[config.mk]
export PLATFORM = sky130hd
export DESIGN_NAME = ursmp_rx
export DESIGN_NICKNAME = d
export VERILOG_FILES = /design/src/ursmp_pkg.sv /design/src/ursmp_rx.sv
export SDC_FILE = /design/constraint.sdc
export NUM_CORES = 1
export LEC_CHECK = 0
export BUFFER_PORTS_ARGS = -buffer_cell sky130_fd_sc_hd__buf_4
export CAP_MARGIN = 20
export CORE_MARGIN = 1
export CORE_UTILIZATION = 30
export CTS_BUF_LIST = sky130_fd_sc_hd__clkbuf_16
export DETAILED_ROUTE_END_ITERATION = 7
export PLACE_DENSITY = 0.56
export SLEW_MARGIN = 20
export SYNTH_ARGS = -nofsm -noshare
export SYNTH_HDL_FRONTEND = slang
export SYNTH_SLANG_ARGS = --single-unit
[constraint.sdc]
create_clock -name clk -period 2.3 [get_ports clk]
set_input_delay 0.23 -clock clk [delete_from_list [all_inputs] [get_ports clk]]
set_output_delay 0.23 -clock clk [all_outputs]
set_load 0.01 [all_outputs]
[src/ursmp_pkg.sv]
/*
  Package for the receive bit sampler: timing constants, modes and carriers.
  Assumes a single component clock; each tick of it is one oversampling clock.
*/
`default_nettype none
package ursmp_pkg;

  // Oversampling factors
  localparam int unsigned OVS_8X = 8;
  localparam int unsigned OVS_16X = 16;

  // Sample point, in oversampling clocks after the counter restart (8x / 16x)
  localparam logic [3:0] SAMPLE_PT_8X = 4'h3;
  localparam logic [3:0] SAMPLE_PT_16X = 4'h7;

  // Bits per frame: start, eight data, one stop
  localparam int unsigned DATA_BITS = 8;
  localparam logic [3:0] FRAME_BITS = 4'hA;

  // Reset values
  localparam logic [3:0] OVS_CNT_RST = 4'h0;
  localparam logic [3:0] BIT_CNT_RST = 4'h0;
  localparam logic [7:0] DATA_RST = 8'h00;

  // Oversampling selection
  typedef enum logic
  {
    URSMP_OVS_8 = 1'b0,
    URSMP_OVS_16 = 1'b1
  } ursmp_ovs_e;

  // Run-time configuration
  typedef struct packed
  {
    ursmp_ovs_e ovs;  // Oversampling factor
    logic vote_en;    // 2-of-3 voting around each sample point
  } ursmp_cfg_s;

  // Received frame result
  typedef struct packed
  {
    logic [7:0] data;     // Data bits, first received in bit 0
    logic frame_err;      // Stop bit sampled low
  } ursmp_frame_s;

  // Receiver states, one-hot
  typedef enum logic [2:0]
  {
    URSMP_IDLE = 3'b001,
    URSMP_RUN = 3'b010,
    URSMP_DONE = 3'b100
  } ursmp_state_e;

endpackage : ursmp_pkg
`default_nettype wire

[src/ursmp_rx.sv]
/*
  Receive-side bit sampler of an asynchronous serial receiver.
  Assumes rx_line comes from a pin (asynchronous) and clk is the oversampling
  clock itself, so the bit period is 8 or 16 clocks.
*/
`timescale 1ns/1ps
`default_nettype none

module ursmp_rx
  import ursmp_pkg::*;
(
  input wire logic clk,
  input wire logic resetn,
  input wire ursmp_cfg_s cfg,
  input wire logic rx_line,
  output ursmp_frame_s frame,
  output logic frame_valid,
  output logic busy,
  output logic sample_strobe
);

  // Synchroniser: three flops, change accepted when second and third agree
  logic sync1_r;
  logic sync2_r;
  logic sync3_r;
  logic rx_filt_r;        // Filtered line level
  logic rx_filt_d_r;      // Previous filtered level, for edge detection
  logic [2:0] vote_r;     // Last three filtered levels for voting

  // Frame timing state
  ursmp_state_e state_r;
  logic [3:0] ovs_cnt_r;  // Oversampling clock within a bit
  logic [3:0] bit_cnt_r;  // Bit index within the frame
  logic [7:0] shift_r;    // Assembled data bits
  logic frame_err_r;
  logic frame_valid_r;
  logic strobe_r;
  logic vote_pending_r;   // Voting needs one more clock after the sample point
  logic busy_r;           // Frame in progress; a flop of its own so the port is registered

  // Per-mode constants
  logic [3:0] last_cnt;   // Last count of a bit period
  logic [3:0] sample_pt;  // Count at which the bit is taken
  logic fall_edge;
  logic voted;
  logic bit_val;
  logic take_bit;

  // Mode decode: period of 8 or 16 clocks
  always_comb
  begin
    if (cfg.ovs == URSMP_OVS_16)
    begin
      last_cnt = 4'(OVS_16X - 1);
      sample_pt = SAMPLE_PT_16X;
    end
    else
    begin
      last_cnt = 4'(OVS_8X - 1);
      sample_pt = SAMPLE_PT_8X;
    end
  end

  // Synchroniser chain; only the second flop reads the first
  always_ff @(posedge clk)
  begin
    if (!resetn)
    begin
      sync1_r <= 1'b1;
      sync2_r <= 1'b1;
      sync3_r <= 1'b1;
    end
    else
    begin
      sync1_r <= rx_line;
      sync2_r <= sync1_r;
      sync3_r <= sync2_r;
    end
  end

  // Filtered level moves only once second and third stages agree
  always_ff @(posedge clk)
  begin
    if (!resetn)
    begin
      rx_filt_r <= 1'b1;
      rx_filt_d_r <= 1'b1;
      vote_r <= 3'h7;
    end
    else
    begin
      if (sync2_r == sync3_r)
      begin
        rx_filt_r <= sync3_r;
      end
      rx_filt_d_r <= rx_filt_r;
      vote_r <= {vote_r[1:0], rx_filt_r};
    end
  end

  // Idle-high line dropping low marks a start bit
  assign fall_edge = rx_filt_d_r & ~rx_filt_r;

  // Majority of sample point and one clock either side; vote_r[0] is the
  // sample-point level once the following clock has also been captured
  assign voted = (vote_r[0] & vote_r[1]) | (vote_r[0] & rx_filt_r) | (vote_r[1] & rx_filt_r);

  // Without voting the bit is the level at the sample point itself
  assign take_bit = cfg.vote_en ? vote_pending_r : (state_r == URSMP_RUN && ovs_cnt_r == sample_pt);
  assign bit_val = cfg.vote_en ? voted : rx_filt_r;

  // Frame sequencer
  always_ff @(posedge clk)
  begin
    if (!resetn)
    begin
      state_r <= URSMP_IDLE;
      ovs_cnt_r <= OVS_CNT_RST;
      bit_cnt_r <= BIT_CNT_RST;
      vote_pending_r <= 1'b0;
      busy_r <= 1'b0;
    end
    else
    begin
      // Voting result is one clock after the sample point
      vote_pending_r <= cfg.vote_en && state_r == URSMP_RUN && ovs_cnt_r == sample_pt;
      unique case (state_r)
        URSMP_IDLE:
        begin
          if (fall_edge)
          begin
            // Counters cleared; counting starts on the next edge
            ovs_cnt_r <= OVS_CNT_RST;
            bit_cnt_r <= BIT_CNT_RST;
            state_r <= URSMP_RUN;
            busy_r <= 1'b1;
          end
        end
        URSMP_RUN:
        begin
          // Wrap every period so each midpoint follows the last by one bit
          if (ovs_cnt_r == last_cnt)
          begin
            ovs_cnt_r <= OVS_CNT_RST;
            bit_cnt_r <= bit_cnt_r + 4'h1;
          end
          else
          begin
            ovs_cnt_r <= ovs_cnt_r + 4'h1;
          end
          // Stop bit taken at 9.5 bit periods; leave without waiting out the
          // rest of the stop bit so a quick next start edge is seen
          if (take_bit && bit_cnt_r == FRAME_BITS - 4'h1)
          begin
            state_r <= URSMP_DONE;
          end
          // A start bit that is high at its midpoint was a glitch
          else if (take_bit && bit_cnt_r == BIT_CNT_RST && bit_val)
          begin
            state_r <= URSMP_IDLE;
            busy_r <= 1'b0;
          end
        end
        URSMP_DONE:
        begin
          // One clock to publish the frame. With voting on and a fast sender,
          // the late sample can overlap the next start; two stop bits avoid it
          state_r <= URSMP_IDLE;
          busy_r <= 1'b0;
        end
        default:
        begin
          state_r <= URSMP_IDLE;
          busy_r <= 1'b0;
        end
      endcase
    end
  end

  // Data capture and frame status
  always_ff @(posedge clk)
  begin
    if (!resetn)
    begin
      shift_r <= DATA_RST;
      frame_err_r <= 1'b0;
      frame_valid_r <= 1'b0;
      strobe_r <= 1'b0;
    end
    else
    begin
      strobe_r <= take_bit && state_r == URSMP_RUN;
      frame_valid_r <= 1'b0;
      if (take_bit && state_r == URSMP_RUN)
      begin
        if (bit_cnt_r == FRAME_BITS - 4'h1)
        begin
          frame_err_r <= ~bit_val;
          frame_valid_r <= 1'b1;
        end
        else if (bit_cnt_r != BIT_CNT_RST)
        begin
          // LSB first: shift in from the top
          shift_r <= {bit_val, shift_r[7:1]};
        end
      end
    end
  end

  // Registered outputs
  always_comb
  begin
    frame.data = shift_r;
    frame.frame_err = frame_err_r;
    frame_valid = frame_valid_r;
    sample_strobe = strobe_r;
    busy = busy_r;
  end

endmodule : ursmp_rx
`default_nettype wire

Word level (Yosys, flattened, before mapping) --
Cells that the tools add are included.
Storage, ports and cells: register bits 31, logic and storage cells 72
Operators by class: $add $sub $neg 2, eq/ne operators 11, mux-type cells 18, bitwise logic cells 9, reductions and logical operators 17
Operator list (count):
- $mux W4 | 4
- $pmux W4 S2 | 2
- $mux W3 | 4
- $reduce_and A3 Y1 | 3
- $add A4 B1 Y4 const B | 2
- $eq A4 B4 Y1 | 2
- $reduce_and A2 Y1 | 4
- $logic_and A1 B1 Y1 | 7
- $mux W1 | 6
- $pmux W3 S2 | 1
- $and A1 B1 Y1 | 4
- $eq A4 B4 Y1 const B | 1
- $logic_not A4 Y1 | 1
- $ne A2 B1 Y1 const B | 2
- $ne A2 B2 Y1 const B | 2
- $reduce_bool A4 Y1 | 1
- $eq A3 B1 Y1 const B | 1
- $eq A3 B2 Y1 const B | 1
- $ne A3 B1 Y1 const B | 1
- $not A1 Y1 | 3
- $or A1 B1 Y1 | 2
- $pmux W1 S2 | 1
- $reduce_bool A2 Y1 | 1
- $eq A1 B1 Y1 | 1

Depth between registers and ports, before layout --
Gate-level depths: netlist of the first run.
word-level depth 9, mapped depth 6

Worst setup path before layout of the first run --
Ideal clock, no wire load.
path kind reg2reg, start point register ovs_cnt_r[0], end point register shift_r[3], arrival 1.674 ns, required time 2.181 ns, setup slack 0.507 ns, cell stages (with the launch flop) 7, buffers on the path 1, period minus slack after synthesis 1.793 ns, cell sequence dfxtp_1 -> ha_1 -> nor3b_2 -> a22oi_1 -> or4_4 -> buf_6 -> mux2i_1
On the way: longest elaborated chain between the ends 5
RTL lines:
- from (decl) | line ursmp_rx.sv:32 | logic [3:0] ovs_cnt_r;
- from (signal assigned) | line ursmp_rx.sv:149 | ovs_cnt_r <= ovs_cnt_r + 4'h1;
- $eq A4 B4 Y1 | line ursmp_rx.sv:109 | assign take_bit = cfg.vote_en ? vote_pending_r : (state_r == URSMP_RUN && ovs_cnt_r == sample_pt);
- $logic_and A1 B1 Y1 | line ursmp_rx.sv:109
- $mux W1 | line ursmp_rx.sv:109
- $logic_and A1 B1 Y1 | line ursmp_rx.sv:194 | if (take_bit && state_r == URSMP_RUN)
- $reduce_and A3 Y1 (no source line)
- to (signal assigned) | line ursmp_rx.sv:204 | shift_r <= {bit_val, shift_r[7:1]};
- to (decl) | line ursmp_rx.sv:34 | logic [7:0] shift_r;
Every way passes these cells. A chain may end at the register's enable or synchronous reset.

Final worst setup path of the first run --
start point register ovs_cnt_r[0], end point register shift_r[0]
The elaborated chain is that of the path after synthesis.

==> key figures, run 1 <==
Setup path
  • Crit Reg-Reg Startpoint: ovs_cnt_r[0]$_SDFFE_PN0P_
  • Critical Path End Type: register
  • Worst path arrival time: 1.98 ns
  • Required arrival time at the worst endpoint: 2.45 ns
  • Crit-path slowest cell: or4_4
  • Startpoint type of the worst setup path: register
  • Slowest Stage Delay on Critical Path: 0.66 ns
  • Cells traversed along the worst timing path: ha_1, nor3b_2, a22oi_1, or4_4, mux2i_1
  • Flop2flop setup slack: 0.47 ns
  • Worst Reg-to-Reg Cells: 5
  • Last element of the critical path: shift_r[0]$_SDFFE_PN0P_
  • Critical Path Source: ovs_cnt_r[0]$_SDFFE_PN0P_
  • Critical R2R Capture: shift_r[0]$_SDFFE_PN0P_
  • Largest fanout on the critical path: 8
  • Worst setup path category: register to register

Yosys
  • Fraction of post-synthesis cell area in the top cell type by area: 45.8%
  • Part of the Yosys area used for sequential elements: 45.8%
  • Total number of yosys warnings: 0
  • Synthesized area per cell: 9.63 um^2
  • Syn Std Cell Area: 1310 um^2
  • Gate count after technology mapping: 136
  • Post-synthesis sequential element count: 30
  • Distinct cell type count of the synthesized netlist: 38
  • Top cells by area, synth: dfxtp_1 46%, mux2i_1 8.4%, nand2_1 4.3%
  • Most frequent cells after synthesis: 30 x dfxtp_1, 15 x nand2_1, 11 x mux2i_1
  • Library cell with the highest instance count after synthesis: dfxtp_1
  • EDFF count, synth: 0
  • Biggest area consumer among synthesized cells: dfxtp_1
  • Fraction of synthesis flops using an asynchronous set or reset pin: 0%
  • Syn_nets: 145
  • Most used DFF post-synth: dfxtp_1

Power
  • Clock network fraction of total power: 56.8%
  • NetSw: 0.000228 W
  • Maximum vdd ir drop: 0.000555 V
  • Portion of total power attributed to combinational logic: 1.7%
  • Pint: 0.00104 W
  • PD cells: 772 nW/um^2
  • Fraction of power consumed by sequential logic: 41.5%
  • Standby leakage power: 0.665 nW
  • Sw Share: 18.0%

Clock network
  • Hold buffers post-CTS: 0
  • H-tree levels: 2
  • TritonCTS sink count: 30
  • Setup repair bufs after CTS: 0
  • Clock root buffer: clkbuf_16
  • Number of buffers created by CTS: 5
  • Clock Path Buffers: 2
  • Source-to-sink clock delay at the later pin of the worst-skew pair: 0.27 ns
  • Clock-pin slew on the worst setup and hold paths: 0.05 ns
  • Post-cts gate resize count: 0
  • TritonCTS clock tree: done

STA
  • Final worst path period share: 79.4%
  • RSZ-0062 raised after global routing: false
  • Achievable clock frequency: 548 MHz
  • Final count of negative-setup-slack endpoints: 0
  • Final hold slack: 0.140 ns
  • Clock Skew: 0.00266 ns
  • Actual slew at the worst max-slew pin: 0.472 ns
  • Final-layout setup total negative slack: 0 ns
  • Worst-case headroom to the max-slew limit: 68.2%
  • Final slew viol count: 0
  • Final worst path period need: 1.83 ns
  • Final hold violation count: 0

Drt
  • Via count: 984
  • Via-to-Cell Ratio: 4.78
  • Number of nets still failing antenna checks after routing: 0
  • Wire per inst: 12.5 um
  • Number of iterations in the first detailed-routing pass: 5
  • Final routed DRC violation total: 0
  • Post-Route WL: 2.57 mm
  • First-iteration detailed-routing DRC count: 27

Worst hold path
  • Worst hold-check path type: input pin to register

Run
  • Max-cap violations: 0

Status
  • Result of the run: complete, no violations

Placement
  • Detailed placement HPWL: 1.81 mm
  • Buffers added on ports: 16
  • Cell count after placement: 198
  • Placer's final routability congestion estimate: 0.787

Finish
  • # nets final: 164
  • Syn-to-layout area delta: 25.0%
  • Number of standard cells in the final layout excluding fillers: 206
  • Proportion of layout cells with a drive suffix above 1: 18.6%
  • Total inserted antenna cells: 0

Global route
  • Number of global-route vias before repair: 933
  • Wire length of the first global-routing pass: 4.35 mm
  • Antenna violations before repair: 0
  • Overall routing resource usage: 13.2%
  • Largest net degree at the start of global routing: 31
  • Final global-route overflow total: 0

Floorplanning
  • Area of the die: 4630 um^2
  • Num rows: 23
  • Area of the core: 4090 um^2
  • Initial core utilization: 32.1%
  • Die Y: 68.1 um
  • Chip Width: 68.1 um
  • I/O pins: 17
[cell families (layout without fill, tap and decap cells)]
family,after synthesis,after routing,share of synthesized area (%)
AOI/OAI and AO/OA,23,23,11.0
DFF,30,30,45.8
adders and majority gates,4,4,3.82
xor gates and xnor gates,4,4,2.67
buffers and inverters,8,28,3.25
and+or+nand+nor,56,56,25.0
muxes,11,11,8.41
[registers in the layout, summed over array words and instances, names as in the netlist]
register and flops:
vote_r 2, rx_filt_r 1, ovs_cnt_r 4, sync3_r 1
sample_strobe 1, bit_cnt_r 4, sync2_r 1, busy 1
frame_valid 1, vote_pending_r 1, frame_err_r 1, state_r 3
shift_r 8, sync1_r 1
[worst min-delay path by stage]
stage,from,to,slack (ns),depth (start not counted)
after CTS,rx_line,sync1_r$_SDFF_PN1_,0.14,2
final,rx_line,sync1_r$_SDFF_PN1_,0.14,2
after floorplan,rx_line,sync1_r$_SDFF_PN1_,0.33,1
after global placement,sync1_r$_SDFF_PN1_,sync2_r$_SDFF_PN1_,0.40,1
after detailed placement,sync1_r$_SDFF_PN1_,sync2_r$_SDFF_PN1_,0.41,1
after global routing,rx_line,sync1_r$_SDFF_PN1_,0.14,2
[area by class of cell]
class | instances | area [um^2]
clock buffers | 5 | 125
clock inverters | 3 | 40.0
fillers | 422 | 2450
inverters | 2 | 7.51
multi-input cells | 98 | 667
flip-flops and latches | 30 | 601
well taps | 50 | 62.6
repair buffers | 18 | 135
[stage by stage]
step / total power, W / setup slack, ns / area (um^2) / utilization [%]
final: 0.00126 / 0.475 / 1640 / 40.1
after global routing: 0.00131 / 0.386 / 1640 / 40.1
after CTS: 0.00128 / 0.482 / 1640 / 40.1
after detailed placement: 0.000557 / 0.478 / 1470 / 36.0
after global placement: 0.000556 / 0.531 / 1470 / 36.0
after floorplan: 0.000547 / 0.507 / 1310 / -
[layout by cell type (no fill, tap or decap), types with 5 or more instances in the layout]
cell type,netlist,layout
dfxtp_1,30,30
buf_4,1,18
nand2_1,15,15
mux2i_1,11,11
nand2b_1,7,7
nor2_1,7,7
o21ai_0,7,7
a21oi_1,6,6
nor3_1,5,5
clkbuf_16,0,5
[power groups by stage]
stage	Clock (W)	Combinational [W]	Sequential, W
finish	0.000718	0.0000220	0.000524
global route	0.000763	0.0000248	0.000524
CTS	0.000736	0.0000227	0.000524
detailed placement	0	0.0000226	0.000535
global placement	0	0.0000220	0.000534
floorplan	0	0.0000124	0.000534
[worst max-delay path: cells and delay by family, from the launching register on]
kind                       cells  cell delay, ns
and+or+nand+nor                2            0.84
DFF                            1            0.37
adders and majority gates      1            0.24
muxes                          1            0.16
AOI/OAI and AO/OA              1            0.10
[routing by layer]
metal | track usage [%] | vias up | routed length (um)
met1 | 17.0 | 438 | 1230
met2 | 18.3 | 26 | 1160
met4 | 9.90 | 0 | 33
met3 | 4.17 | 2 | 144
li1 | - | 518 | -
met5 | 0 | - | 0
No activity file was read; power rests on OpenSTA's default activity.
==> run 2, diff against run 1 <==
Clock period 2.3 ns to 1.9 ns, I/O delays scaled along.
==> key figures, run 2 (synthesized netlist as in run 1, its figures left out) <==
Floorplanning
  • Chip Width: 68.1 um
  • Initial core utilization: 32.1%
  • Area of the core: 4090 um^2
  • I/O pins: 17
  • Die Y: 68.1 um
  • Num rows: 23
  • Area of the die: 4630 um^2

Clock network
  • Hold buffers post-CTS: 0
  • Number of buffers created by CTS: 5
  • TritonCTS sink count: 30
  • TritonCTS clock tree: done
  • Clock-pin slew on the worst setup and hold paths: 0.05 ns
  • H-tree levels: 2
  • Clock Path Buffers: 2
  • Clock root buffer: clkbuf_16
  • Source-to-sink clock delay at the later pin of the worst-skew pair: 0.27 ns

Global route
  • Wire length of the first global-routing pass: 4.46 mm
  • Met3 Usage GRT: 5.00%
  • Overall routing resource usage: 13.5%
  • Busiest layer in global routing: met2
  • Antenna violations before repair: 0
  • Met1 usage in global routing: 17.1%
  • Final global-route overflow total: 0
  • Largest net degree at the start of global routing: 31
  • Number of global-route vias before repair: 957
  • Met2 layer usage reported by global route: 19.4%

STA
  • Final-layout setup total negative slack: 0 ns
  • Final count of negative-setup-slack endpoints: 0
  • RSZ-0062 raised after global routing: false
  • Achievable clock frequency: 560 MHz
  • Actual slew at the worst max-slew pin: 0.460 ns
  • Final worst path period need: 1.79 ns
  • Final hold violation count: 0
  • Final worst path period share: 94.1%
  • Clock Skew: 0.00465 ns
  • Final slew viol count: 0
  • Worst-case headroom to the max-slew limit: 69.0%

Drt
  • Post-Route WL: 2.61 mm
  • Final routed DRC violation total: 0
  • Wire per inst: 12.6 um
  • Number of iterations in the first detailed-routing pass: 4
  • Via count: 989
  • Number of nets still failing antenna checks after routing: 0
  • Via-to-Cell Ratio: 4.75
  • First-iteration detailed-routing DRC count: 46

Finish
  • Commonest non-fill, non-tap cell in the layout: dfxtp_1
  • Fill count: 401
  • Number of standard cells in the final layout excluding fillers: 208
  • Syn-to-layout area delta: 26.5%
  • Top Registers: shift_r x8, bit_cnt_r x4, ovs_cnt_r x4
  • Total inserted antenna cells: 0
  • Proportion of layout cells with a drive suffix above 1: 19.6%
  • Register with the highest flop count: shift_r
  • # nets final: 167
  • Flip-flop count of the largest register, all copies and words added: 8
  • Commonest cells after routing, fill and taps aside: 30 x dfxtp_1, 21 x buf_4, 15 x nand2_1, 11 x mux2i_1

Setup path
  • Required arrival time at the worst endpoint: 2.06 ns
  • Largest fanout on the critical path: 8
  • Critical Path End Type: register
  • Worst setup path category: register to register
  • Startpoint type of the worst setup path: register
  • Worst path arrival time: 1.94 ns
  • Flop2flop setup slack: 0.11 ns

Worst hold path
  • Worst hold-check path type: input pin to register

Power
  • Maximum vdd ir drop: 0.000486 V
  • Standby leakage power: 0.671 nW
  • PD cells: 917 nW/um^2
  • Post-layout total power: 0.00152 W

Status
  • Result of the run: complete, no violations

Placement
  • Placer's final routability congestion estimate: 0.782
  • Cell count after placement: 200
  • Detailed placement HPWL: 1.81 mm
  • Buffers added on ports: 16

Run
  • Max-cap violations: 0
==> run 2: final timing paths <==
path	depth (start not counted)	to	startpoint
max	5	shift_r[0]$_SDFFE_PN0P_	ovs_cnt_r[0]$_SDFFE_PN0P_
min	2	sync1_r$_SDFF_PN1_	rx_line
max reg2reg	5	shift_r[0]$_SDFFE_PN0P_	ovs_cnt_r[0]$_SDFFE_PN0P_
min reg2reg	1	sync2_r$_SDFF_PN1_	sync1_r$_SDFF_PN1_
==> run 2: repair_timing <==
item | in CTS | in global routing
endpoints found under the setup margin | 0 | 8
resized for setup | 0 | 1
setup buffers | 0 | 1
==> run 2: worst max-delay path, cell delays in order, from the launching register on <==
cell and delay, ns:
dfxtp_1 0.36, ha_2 0.22, nor3b_2 0.17, a22oi_1 0.12, or4_4 0.64, mux2i_1 0.16
==> run 2: per-stage QoR <==
stage,hold WS [ns],setup slack (ns),cell area (um^2),utilization [%]
5_1_grt,0.108,0.0110,1660,40.5
3_5_place_dp,0.387,0.0893,1490,36.4
2_1_floorplan,0.291,0.107,1310,-
6_report,0.0982,0.113,1660,40.5
4_1_cts,0.0956,0.0518,1650,40.3
3_3_place_gp,0.379,0.137,1490,36.4
==> run 2: layout make-up <==
cell class | count | area (um^2) | area share (%)
multi-input combinational | 98 | 669 | 40.4
sequential | 30 | 601 | 36.3
timing repair buffer | 21 | 158 | 9.52
clock buffer | 5 | 125 | 7.55
tap | 50 | 62.6 | 3.78
clock inverter | 2 | 33.8 | 2.04
inverter | 2 | 7.51 | 0.453
==> run 2: report_power, final <==
part	switching (W)	internal [W]
registers	0.00000134	0.000634
clock network	0.000253	0.000604
logic	0.0000168	0.0000102
total	0.000271	0.00125
==> run 2: layer usage <==
layer,wire (um),vias to the layer above
met5,0,-
met4,55,0
met3,116,4
met2,1120,17
met1,1320,447
li1,-,521
==> run 3, diff against run 2 <==
Settings changed: CTS_BUF_LIST sky130_fd_sc_hd__clkbuf_16 to unset, PLACE_DENSITY 0.56 to unset, PLACE_DENSITY_LB_ADDON set to 0.25.
==> key figures, run 3 (synthesized netlist as in run 1, its figures left out) <==
Global route
  • Antenna violations before repair: 0
  • Overall routing resource usage: 13.3%
  • Wire length of the first global-routing pass: 4.44 mm
  • Final global-route overflow total: 0
  • Number of global-route vias before repair: 977
  • Largest net degree at the start of global routing: 31

Power
  • Maximum vdd ir drop: 0.000309 V
  • PD cells: 786 nW/um^2
  • Standby leakage power: 0.646 nW

Clock network
  • Hold buffers post-CTS: 0
  • TritonCTS sink count: 30
  • Post-cts gate resize count: 0
  • Number of buffers created by CTS: 5
  • Clock Path Buffers: 2
  • TritonCTS clock tree: done
  • Clock root buffer: clkbuf_8
  • Setup repair bufs after CTS: 0
  • Clock-pin slew on the worst setup and hold paths: 0.06 ns
  • H-tree levels: 2
  • Source-to-sink clock delay at the later pin of the worst-skew pair: 0.28 ns

Finish
  • Register with the highest flop count: shift_r
  • Syn-to-layout area delta: 22.2%
  • Proportion of layout cells with a drive suffix above 1: 20.3%
  • Commonest non-fill, non-tap cell in the layout: dfxtp_1
  • Flip-flop count of the largest register, all copies and words added: 8
  • Commonest cells after routing, fill and taps aside: 30 x dfxtp_1, 20 x buf_4, 15 x nand2_1, 11 x mux2i_1, 8 x clkbuf_8
  • Total inserted antenna cells: 0
  • Post-layout utilization of the core: 39.2%
  • Top Registers: shift_r x8, bit_cnt_r x4, ovs_cnt_r x4
  • Fill count: 433
  • # nets final: 166

Drt
  • Wire per inst: 12.5 um
  • Final routed DRC violation total: 0
  • Number of nets still failing antenna checks after routing: 0
  • Post-Route WL: 2.61 mm
  • Via-to-Cell Ratio: 4.92
  • First-iteration detailed-routing DRC count: 26
  • Number of iterations in the first detailed-routing pass: 4
  • Via count: 1024

Floorplanning
  • Num rows: 23
  • I/O pins: 17
  • Die Y: 68.1 um
  • Chip Width: 68.1 um
  • Area of the core: 4090 um^2
  • Initial core utilization: 32.1%
  • Area of the die: 4630 um^2

STA
  • Actual slew at the worst max-slew pin: 0.486 ns
  • Final-layout setup total negative slack: 0 ns
  • Final hold violation count: 0
  • Worst-case headroom to the max-slew limit: 67.3%
  • Final worst path period share: 95.1%
  • Final slew viol count: 0
  • PnR worst setup slack: 0.0922 ns
  • RSZ-0062 raised after global routing: false
  • Clock Skew: 0.00505 ns
  • Achievable clock frequency: 553 MHz
  • Final count of negative-setup-slack endpoints: 0
  • Final worst path period need: 1.81 ns

Placement
  • Buffers added on ports: 16
  • Worst Setup Slack post-DPL: 0.0619 ns
  • Detailed placement HPWL: 1.85 mm
  • Placer's final routability congestion estimate: 0.789

Setup path
  • Worst setup path category: register to register
  • Worst path arrival time: 1.97 ns
  • Critical Path End Type: register
  • Largest fanout on the critical path: 8
  • Startpoint type of the worst setup path: register
  • Required arrival time at the worst endpoint: 2.06 ns

Status
  • Result of the run: complete, no violations

Run
  • Max-cap violations: 0

Worst hold path
  • Worst hold-check path type: input pin to register
## run 3: cell count changes in the layout (fill, tap and decap cells not counted), sizes merged
cell / delta
bufinv: -1
buf: -1
clkbuf: +3
clkinv: -1
## run 3: per-layer routing
layer	vias up	GRT usage, %	part of all wire (%)	wire, um
li1	524	-	-	-
met1	479	17.2	51	1340
met2	14	18.9	42	1100
met3	7	5.50	4.6	119
met4	0	6.25	2.0	52
met5	-	0	0	0
## run 3: through the flow
stage	hold WS, ns	total power (W)	cells	cell area (um^2)
final	0.0894	0.00126	208	1600
after global routing	0.110	0.00131	208	1600
after CTS	0.0765	0.00127	208	1600
after detailed placement	0.376	0.000674	200	1490
after global placement	0.373	0.000674	200	1490
after floorplan	0.291	0.000662	136	1310
## run 3: final timing paths
path | endpoint | slack, ns | cells after the start | start
worst max register to register | shift_r[0]$_SDFFE_PN0P_ | 0.09 | 5 | ovs_cnt_r[0]$_SDFFE_PN0P_
worst max-delay path | shift_r[0]$_SDFFE_PN0P_ | 0.09 | 5 | ovs_cnt_r[0]$_SDFFE_PN0P_
worst min register to register | sync2_r$_SDFF_PN1_ | 0.41 | 1 | sync1_r$_SDFF_PN1_
worst min-delay path | sync1_r$_SDFF_PN1_ | 0.09 | 2 | rx_line
## run 3: critical path, stage by stage, from the launching register on
cell,delay [ns]
dfxtp_1,0.37
ha_2,0.23
nor3b_2,0.16
a22oi_1,0.11
or4_4,0.64
mux2i_1,0.16
## run 3: power by group
| part | internal, W | total [W] | switching, W |
|---|---|---|---|
| combinational | 0.0000102 | 0.0000270 | 0.0000168 |
| sequential | 0.000632 | 0.000633 | 0.00000120 |
| clock | 0.000365 | 0.000597 | 0.000232 |
## run 3: cell type report
cell class	count	area [um^2]	share of cell area, %
Tap cell	50	62.6	3.91
Multi-Input combinational cell	98	669	41.8
Timing Repair Buffer	20	150	9.38
Sequential cell	30	601	37.5
Inverter	2	7.51	0.469
Clock buffer	8	110	6.88
